===== src/rtl/prsd_params.svh =====
// Offsets, reset values, masks and timing counts of the protection status and debug registers.
`ifndef PRSD_PARAMS_SVH
`define PRSD_PARAMS_SVH
`define PRSD_OFS_CAPS 8'hA0
`define PRSD_OFS_COUNT 8'hA1
`define PRSD_OFS_DEPTH 8'hA2
`define PRSD_OFS_KEYLIST 8'hA3
`define PRSD_OFS_DEBUG 8'hC0
`define PRSD_RST_CAPS 8'h13
`define PRSD_RST_COUNT 8'h00
`define PRSD_RST_DEPTH 8'h00
`define PRSD_RST_KEYLIST 8'h00
`define PRSD_RST_DEBUG 8'h00
`define PRSD_MASK_CAPS 8'h73
`define PRSD_MASK_COUNT 8'hFF
`define PRSD_MASK_DEPTH 8'h0F
`define PRSD_MASK_DEBUG 8'h0F
`define PRSD_BIT_REPEATER 6
`define PRSD_BIT_LIST_READY 5
`define PRSD_BIT_FAST_I2C 4
`define PRSD_BIT_FEATURES 1
`define PRSD_BIT_REAUTH 0
`define PRSD_BIT_MAX_DEV 7
`define PRSD_BIT_MAX_CASCADE 3
`define PRSD_BIT_CHECKSUM 3
`define PRSD_BIT_FAST_VERIFY 2
`define PRSD_BIT_SPEEDUP 1
`define PRSD_BIT_I2C_FAST 0
`define PRSD_FV_FAST_MASK 7'h01
`define PRSD_FV_SLOW_MASK 7'h0F
`define PRSD_LI_FAST_MASK 7'h0F
`define PRSD_LI_SLOW_MASK 7'h7F
`endif


===== src/rtl/prsd_pkg.sv =====
// Types shared by the protection status and debug register bank.
package prsd_pkg;
  typedef struct packed {
    logic [7:0] caps;
    logic [7:0] count;
    logic [7:0] depth;
    logic [7:0] keylist;
    logic [7:0] debug;
    logic [7:0] rdata;
    logic rvalid;
    logic kl_next;
    logic [6:0] frames;
    logic fv_strobe;
    logic li_strobe;
    logic in_line;
    logic [7:0] sum_r;
    logic [7:0] sum_g;
    logic [7:0] sum_b;
    logic ck_valid;
    logic [7:0] ck_r;
    logic [7:0] ck_g;
    logic [7:0] ck_b;
  } prsd_state_t;
endpackage : prsd_pkg


===== src/rtl/prsd_regs.sv =====
// Receiver status mirror and content protection debug register bank.
`timescale 1ns/10ps
`include "prsd_params.svh"

module prsd_regs (
  input wire logic clock,
  input wire logic rst_b,
  input wire logic [7:0] reg_addr,
  input wire logic reg_wr,
  input wire logic [7:0] reg_wdata,
  input wire logic reg_rd,
  output logic [7:0] reg_rdata,
  output logic reg_rvalid,
  input wire logic bc_caps_we,
  input wire logic [7:0] bc_caps,
  input wire logic bc_count_we,
  input wire logic [7:0] bc_count,
  input wire logic bc_depth_we,
  input wire logic [7:0] bc_depth,
  input wire logic bc_key_we,
  input wire logic [7:0] bc_key_byte,
  output logic key_list_next,
  input wire logic key_vector_ready,
  input wire logic frame_start,
  input wire logic video_de,
  input wire logic [7:0] video_r,
  input wire logic [7:0] video_g,
  input wire logic [7:0] video_b,
  output logic line_checksum_enable,
  output logic fast_verify_enable,
  output logic timer_speedup,
  output logic remote_master_fast_mode,
  output logic indirect_status_fast,
  output logic frame_verify_strobe,
  output logic link_integrity_strobe,
  output logic checksum_valid,
  output logic [7:0] checksum_r,
  output logic [7:0] checksum_g,
  output logic [7:0] checksum_b
);

  prsd_pkg::prsd_state_t s_q;
  prsd_pkg::prsd_state_t s_d;
  logic [7:0] rd_mux;
  logic [6:0] fv_mask;
  logic [6:0] li_mask;
  logic line_end;

  // End-around carry keeps the sum a true ones-complement total.
  function automatic logic [7:0] prsd_oc_add(input logic [7:0] a, input logic [7:0] b);
    logic [8:0] s;
    s = {1'b0, a} + {1'b0, b};
    return s[7:0] + {7'h00, s[8]};
  endfunction : prsd_oc_add

  assign line_end = s_q.in_line && !video_de;
  assign fv_mask = s_q.debug[`PRSD_BIT_FAST_VERIFY] ? `PRSD_FV_FAST_MASK : `PRSD_FV_SLOW_MASK;
  assign li_mask = s_q.debug[`PRSD_BIT_FAST_VERIFY] ? `PRSD_LI_FAST_MASK : `PRSD_LI_SLOW_MASK;

  always_comb begin
    rd_mux = 8'h00;
    unique case (reg_addr)
      `PRSD_OFS_CAPS: begin
        rd_mux = s_q.caps;
        // The repeater bit means nothing before the key vector is in.
        rd_mux[`PRSD_BIT_REPEATER] = s_q.caps[`PRSD_BIT_REPEATER] & key_vector_ready;
      end
      `PRSD_OFS_COUNT: begin
        rd_mux = s_q.count;
        if (!s_q.caps[`PRSD_BIT_REPEATER]) begin
          rd_mux[6:0] = 7'h00;
        end
      end
      `PRSD_OFS_DEPTH: rd_mux = s_q.depth;
      `PRSD_OFS_KEYLIST: rd_mux = s_q.keylist;
      `PRSD_OFS_DEBUG: rd_mux = s_q.debug;
      default: rd_mux = 8'h00;
    endcase
  end

  always_comb begin
    s_d = s_q;
    s_d.rvalid = reg_rd;
    s_d.kl_next = 1'b0;
    s_d.fv_strobe = 1'b0;
    s_d.li_strobe = 1'b0;
    s_d.ck_valid = 1'b0;
    if (reg_rd) begin
      s_d.rdata = rd_mux;
      s_d.kl_next = (reg_addr == `PRSD_OFS_KEYLIST);
    end
    // Host writes reach only the debug register; the mirror is refreshed by the link.
    if (reg_wr && reg_addr == `PRSD_OFS_DEBUG) begin
      s_d.debug = reg_wdata & `PRSD_MASK_DEBUG;
    end
    if (bc_caps_we) begin
      s_d.caps = bc_caps & `PRSD_MASK_CAPS;
    end
    if (bc_count_we) begin
      s_d.count = bc_count & `PRSD_MASK_COUNT;
    end
    if (bc_depth_we) begin
      s_d.depth = bc_depth & `PRSD_MASK_DEPTH;
    end
    if (bc_key_we) begin
      s_d.keylist = bc_key_byte;
    end
    if (frame_start) begin
      s_d.frames = s_q.frames + 7'h01;
      s_d.fv_strobe = ((s_q.frames & fv_mask) == fv_mask);
      s_d.li_strobe = ((s_q.frames & li_mask) == li_mask);
    end
    s_d.in_line = video_de;
    if (video_de) begin
      s_d.sum_r = prsd_oc_add(s_q.sum_r, video_r);
      s_d.sum_g = prsd_oc_add(s_q.sum_g, video_g);
      s_d.sum_b = prsd_oc_add(s_q.sum_b, video_b);
    end else if (line_end) begin
      s_d.sum_r = 8'h00;
      s_d.sum_g = 8'h00;
      s_d.sum_b = 8'h00;
      if (s_q.debug[`PRSD_BIT_CHECKSUM]) begin
        s_d.ck_valid = 1'b1;
        s_d.ck_r = ~s_q.sum_r;
        s_d.ck_g = ~s_q.sum_g;
        s_d.ck_b = ~s_q.sum_b;
      end
    end
  end

  always_ff @(posedge clock) begin
    if (!rst_b) begin
      s_q <= '0;
      s_q.caps <= `PRSD_RST_CAPS;
      s_q.count <= `PRSD_RST_COUNT;
      s_q.depth <= `PRSD_RST_DEPTH;
      s_q.keylist <= `PRSD_RST_KEYLIST;
      s_q.debug <= `PRSD_RST_DEBUG;
    end else begin
      s_q <= s_d;
    end
  end

  assign reg_rdata = s_q.rdata;
  assign reg_rvalid = s_q.rvalid;
  assign key_list_next = s_q.kl_next;
  assign line_checksum_enable = s_q.debug[`PRSD_BIT_CHECKSUM];
  assign fast_verify_enable = s_q.debug[`PRSD_BIT_FAST_VERIFY];
  assign timer_speedup = s_q.debug[`PRSD_BIT_SPEEDUP];
  assign remote_master_fast_mode = s_q.debug[`PRSD_BIT_I2C_FAST];
  assign indirect_status_fast = s_q.debug[`PRSD_BIT_I2C_FAST];
  assign frame_verify_strobe = s_q.fv_strobe;
  assign link_integrity_strobe = s_q.li_strobe;
  assign checksum_valid = s_q.ck_valid;
  assign checksum_r = s_q.ck_r;
  assign checksum_g = s_q.ck_g;
  assign checksum_b = s_q.ck_b;
endmodule : prsd_regs


===== config.mk =====
export PLATFORM = sky130hd
export DESIGN_NAME = prsd_regs
export DESIGN_NICKNAME = d
export VERILOG_FILES = /design/src/rtl/prsd_pkg.sv /design/src/rtl/prsd_regs.sv
export VERILOG_INCLUDE_DIRS = /design/src /design/src/rtl
export SDC_FILE = /design/constraint.sdc
export NUM_CORES = 1
export LEC_CHECK = 0
export BUFFER_PORTS_ARGS = -buffer_cell sky130_fd_sc_hd__buf_2
export CAP_MARGIN = 20
export CORE_MARGIN = 2
export CORE_UTILIZATION = 49
export CTS_CLUSTER_DIAMETER = 200
export DETAILED_ROUTE_END_ITERATION = 6
export GPL_TIMING_DRIVEN = 0
export HOLD_SLACK_MARGIN = 0.02
export PLACE_DENSITY_LB_ADDON = 0.08
export SETUP_SLACK_MARGIN = 0.1
export SLEW_MARGIN = 30
export SYNTH_ARGS = -nofsm -noshare
export SYNTH_HDL_FRONTEND = slang
export SYNTH_SLANG_ARGS = --single-unit
export TNS_END_PERCENT = 1

===== constraint.sdc =====
create_clock -name clock -period 3.2 [get_ports clock]
set_clock_uncertainty 0.1 [all_clocks]
set_input_delay 0 -clock clock [delete_from_list [all_inputs] [get_ports clock]]
set_output_delay 0 -clock clock [all_outputs]
set_load 0.1 [all_outputs]

* Word-level counts from Yosys, hierarchy flattened
Cells that the tools add are included.
Word-level totals: logic and storage cells 57, RAM bits 0, memory bits (read-only) 0, memories 0, register bits 98, bits in latches 0, output and inout bits 42, input bits 83
Cells by class: $add $sub $neg 7, $lt $le $gt $ge 0, reduce and logical (&&, ||, !) cells 8, shift-type cells 0, div/mod/pow operators 0, bitwise logic cells 9, eq/ne operators 7, multiply operators 0, multiplexer cells 7
Operators with widths (count):
- $mux W49 | 1
- $eq A8 B8 Y1 const B | 5
- $pmux W8 S5 | 1
- $add A8 B8 Y9 | 3
- $mux W25 | 1
- $add A8 B1 Y8 | 3
- $mux W24 | 1
- $not A8 Y8 | 3
- $mux W7 | 2
- $add A7 B1 Y7 const B | 1
- $and A7 B4 Y7 | 1
- $and A7 B7 Y7 | 1
- $eq A7 B4 Y1 | 1
- $eq A7 B7 Y1 | 1
- $mux W4 | 1
- $reduce_and A2 Y1 | 2
- $not A1 Y1 | 3
- $reduce_and A3 Y1 | 1
- $reduce_or A3 Y1 | 1
- $logic_and A1 B1 Y1 | 2
- $reduce_bool A2 Y1 | 1
- $and A1 B1 Y1 | 1
- $logic_not A1 Y1 | 1

* Longest topological paths before layout
word-level depth 4, mapped depth 15, gate-level depth less buffers 15

* Worst setup path after synthesis
OpenSTA, ideal clock, no wires.
path type flip-flop to flip-flop, from register s_q[41] in the netlist's numbering, to register s_q[46] in the netlist's numbering, arrival time 2839 ps, data required time 2983 ps, path buffers 0, slack 144 ps, clock period less this slack 3056 ps, cell stages (with the launch flop) 15, library setup time 117 ps, cells stage by stage dfxtp_1 -> ha_1 -> fa_1 -> a211oi_1 -> nor2_1 -> nor3_1 -> nor2_1 -> o21ai_0 -> nand2b_1 -> ha_1 -> and3_1 -> nor3b_2 -> nand2_1 -> xor3_1 -> a22o_1
Between the ends: longest elaborated chain between the ends 3
RTL lines:
- start: declaration | line prsd_regs.sv:42 | prsd_pkg::prsd_state_t s_q;
- $add A8 B8 Y9 | line prsd_regs.sv:52 | s = {1'b0, a} + {1'b0, b};
- $add A8 B1 Y8 | line prsd_regs.sv:53 | return s[7:0] + {7'h00, s[8]};
- $mux W24 | line prsd_regs.sv:114 | if (video_de) begin
Every way passes these cells. A chain may end at the register's enable or synchronous reset.

* Final worst setup path
from register s_q[25] in the netlist's numbering, to register s_q[30] in the netlist's numbering
Same word-level chain as after synthesis.

==> summary.txt <==
Worst setup path
  • Reg2Reg Setup Slack: 0.11 ns
  • Reg-to-Reg Start: s_q[25]$_SDFFE_PN0P_
  • Crit Path Class: reg2reg
  • Worst Path Max Fanout: 3
  • Worst Reg-to-Reg Cells: 13
  • Startpoint Class: register
  • Required time worst endpoint: 3.36 ns
  • Crit end category: register
  • Arrival time at the worst endpoint: 3.25 ns
  • Worst r2r dst: s_q[30]$_SDFFE_PN0P_

Floorplan
  • I/O Pins: 125
  • DIE WIDTH: 110 µm
  • Site Rows: 38
  • Initial Util: 50.6%
  • Die Span Y: 110 µm
  • Die area: 0.0121 mm²
  • Core area: 0.0109 mm²

Logic synthesis
  • Ys async rst share: 0%
  • #FFs+latches synth: 98
  • Syn. warnings: 0
  • Sequential share of the synthesized area: 35.6%
  • Post-synth EDFFs: 0
  • Synth Net Count: 691
  • Number of distinct library cells after synthesis: 63
  • Average size of a mapped cell: 9.59 µm²
  • Mapped Cells: 574
  • Mapped Area: 0.00550 mm²
  • Ys flop type: dfxtp_1

CTS
  • H-Tree Depth: 3
  • Worst skew pair latency: 0.36 ns
  • Clk slew on worst S/H paths: 0.09 ns
  • Root buffer cell: clkbuf_8
  • Clock Sinks: 98
  • Number of CTS-inserted buffers: 9
  • CTS tree: built
  • Clk buf depth: 2

Power and ir drop
  • Sw Ratio: 29.7%
  • VDD IR-drop max: 0.220 mV
  • Total power: 3.08 mW
  • PD cells: 427 mW/mm²
  • Lkg Pwr: 3.54 nW
  • Combinational Power Share: 28.1%
  • P_sw: 0.915 mW
  • Register share of total power: 43.9%
  • Pint: 2.17 mW
  • Clock share of power: 28.0%

STA
  • Worst slew pin tran: 0.681 ns
  • Max Slew Vio Count: 0
  • Crit path time final: 3.09 ns
  • Worst slew margin: 54.4%
  • Fin crit share: 96.6%
  • Fin Hold WS: 0.0417 ns
  • Final setup fails: 0
  • Hold Fails Final Rpt: 0
  • Unrepaired setup endpoints after global routing: true
  • Fmax: 324 MHz

Place
  • Final GP Congestion: 0.870
  • Post-DP HPWL: 10.0 mm
  • PortBufs: 107

Global routing
  • GRT overflow: 0
  • Global-route wire length before repair: 22.1 mm
  • Pin count of the biggest net entering global routing: 16
  • Initial antenna violation count: 0
  • Vias in the first global route: 4721
  • Gr usage total: 23.7%

Routing
  • Final ANT Viol Nets: 0
  • DRC: 0
  • Routed vias: 4719
  • Initial DRC count: 183
  • DRT Wirelength: 14.0 mm
  • TritonRoute pass-1 iters: 4
  • Vias per cell: 5.18
  • Per-cell routed wire length: 15.4 µm

Job
  • MaxCap Viol Count: 0

Hold path
  • Hold-critical path depth: 5
  • Hold Crit Start: reg_addr[3]
  • Hold Crit Class: in2reg
  • Min-Delay Endpoint: reg_rdata[7]$_SDFFE_PN0P_

Run status
  • Status: finished clean

Cells and area
  • Syn-to-layout area delta: 30.9%
  • Nets: 883
  • N_diodes: 0
  • Layout cells sized above 1: 28.4%
## worst max-delay path, cell delays in order (launching register included)
cell	delay, ns
dfxtp_4	0.36
ha_4	0.16
fa_2	0.43
a211oi_4	0.32
nor2_2	0.09
o31a_1	0.34
o21ai_1	0.14
nand2b_1	0.07
ha_2	0.18
and3_4	0.15
nor3b_4	0.15
nand2_1	0.10
xor3_1	0.22
a22o_1	0.19
## flip-flops by register name (all words and copies together) (netlist names)
| register | count |
|---|---|
| checksum_b | 8 |
| checksum_g | 8 |
| checksum_r | 8 |
| checksum_valid | 1 |
| fast_verify_enable | 1 |
| frame_verify_strobe | 1 |
| indirect_status_fast | 1 |
| key_list_next | 1 |
| line_checksum_enable | 1 |
| link_integrity_strobe | 1 |
| reg_rdata | 8 |
| reg_rvalid | 1 |
| s_q | 57 |
| timer_speedup | 1 |
## worst max path at each step
stage                         start                   end  slack [ns]  cells past startpoint
2_1_floorplan  s_q[41]$_SDFFE_PN0P_  s_q[46]$_SDFFE_PN0P_        0.14                     14
3_3_place_gp   s_q[25]$_SDFFE_PN0P_  s_q[30]$_SDFFE_PN0P_       -0.11                     13
3_5_place_dp   s_q[41]$_SDFFE_PN0P_  s_q[46]$_SDFFE_PN0P_       -0.19                     14
4_1_cts        s_q[41]$_SDFFE_PN0P_  s_q[46]$_SDFFE_PN0P_        0.09                     14
5_1_grt        s_q[25]$_SDFFE_PN0P_  s_q[30]$_SDFFE_PN0P_       -0.02                     13
6_report       s_q[25]$_SDFFE_PN0P_  s_q[30]$_SDFFE_PN0P_        0.11                     13
## per-layer routing
layer	vias up	part of all wire (%)	GRT usage [%]
li1	2385	-	-
met1	2191	44	28.1
met2	122	50	43.6
met3	21	4.8	3.64
met4	0	1.6	7.32
met5	-	0	0
## per-stage QoR
step                TNS [ns]  utilization (%)  std cells  setup slack [ns]  cell area, µm²
finish                     0             66.2        911             0.110            7210
global route         -0.0254             66.2        911           -0.0228            7210
CTS                        0             65.3        907            0.0856            7110
detailed placement    -0.318             57.1        821            -0.188            6220
global placement      -0.238             57.1        821            -0.109            6210
floorplan                  0                -        574             0.144            5500
## power groups by stage
stage | Sequential (mW) | Combinational [mW] | Clock (mW)
detailed placement | 1.38 | 0.696 | 0
floorplan | 1.35 | 0.540 | 0
global placement | 1.38 | 0.680 | 0
CTS | 1.35 | 0.819 | 0.879
finish | 1.35 | 0.865 | 0.863
global route | 1.36 | 0.957 | 0.925
## synth_stat cells (5+ instances only)
master	instances	share of area (%)
xor2_1	15	2.4
a31oi_1	7	0.80
mux2i_1	27	4.9
nor3b_1	18	2.5
o21ai_0	12	1.1
nor3_1	5	0.45
nand2_1	54	3.7
nor2b_1	39	4.4
a22o_1	7	1.1
nor2_1	16	1.1
buf_4	33	4.5
o21ai_1	5	0.45
nand2b_1	7	0.80
o21a_1	5	0.68
clkbuf_1	28	1.9
a211oi_1	7	0.95
nand3_1	9	0.82
dfxtp_1	98	36
a21oi_1	19	1.7
xnor2_1	10	1.6
and2_1	12	1.4
inv_1	8	0.55
ha_1	31	7.0
o211a_1	28	5.1
## area by class of cell
class | instances | area (µm²)
timing repair buffer | 181 | 1220
clock inverter | 5 | 78.8
inverter | 8 | 30.0
multi-input combinational | 405 | 3250
tap | 140 | 175
buffer | 63 | 362
fill | 909 | 3680
clock buffer | 11 | 131
sequential | 98 | 1970
## placed cells by master (no fill, tap or decap), types with 4 or more instances in the layout
master,Yosys,layout
clkbuf_8,0,9
nand2_1,54,54
and2_1,12,12
inv_1,8,8
xnor2_1,10,10
buf_4,33,57
a21boi_1,4,4
clkbuf_1,28,30
dlygate4sd3_1,0,50
ha_1,31,28
xor2_1,15,15
dfxtp_1,98,96
nor2b_1,39,39
a21oi_1,19,19
nand2b_1,7,7
mux2i_1,27,27
a22oi_1,4,4
nor2_1,16,14
a22o_1,7,7
o21a_1,5,5
buf_2,0,107
nor3b_1,18,17
o21ai_1,5,7
o211a_1,28,28
o21ai_0,12,10
a31oi_1,7,7
nand3_1,9,9
nor3_1,5,4
## what timing repair did
item / CTS / global route
hold buffers: 50 / 0
buffers inserted: 20 / 5
endpoints found under the hold margin: 39 / 0
resized for setup: 11 / 12
pin swaps: 7 / 17
setup endpoints to repair: 10 / 11
## logic make-up (layout without fill, tap and decap cells)
kind of cell	after synthesis	count (layout)	synth area share (%)
xor+xnor	30	30	5.84
mux	32	32	6.34
compound gates	126	126	18.0
simple gates	183	183	18.9
flops	98	98	35.6
buf+inv	71	268	7.12
fa+ha+maj	34	34	8.14
Power figures use the tool's default switching activity.
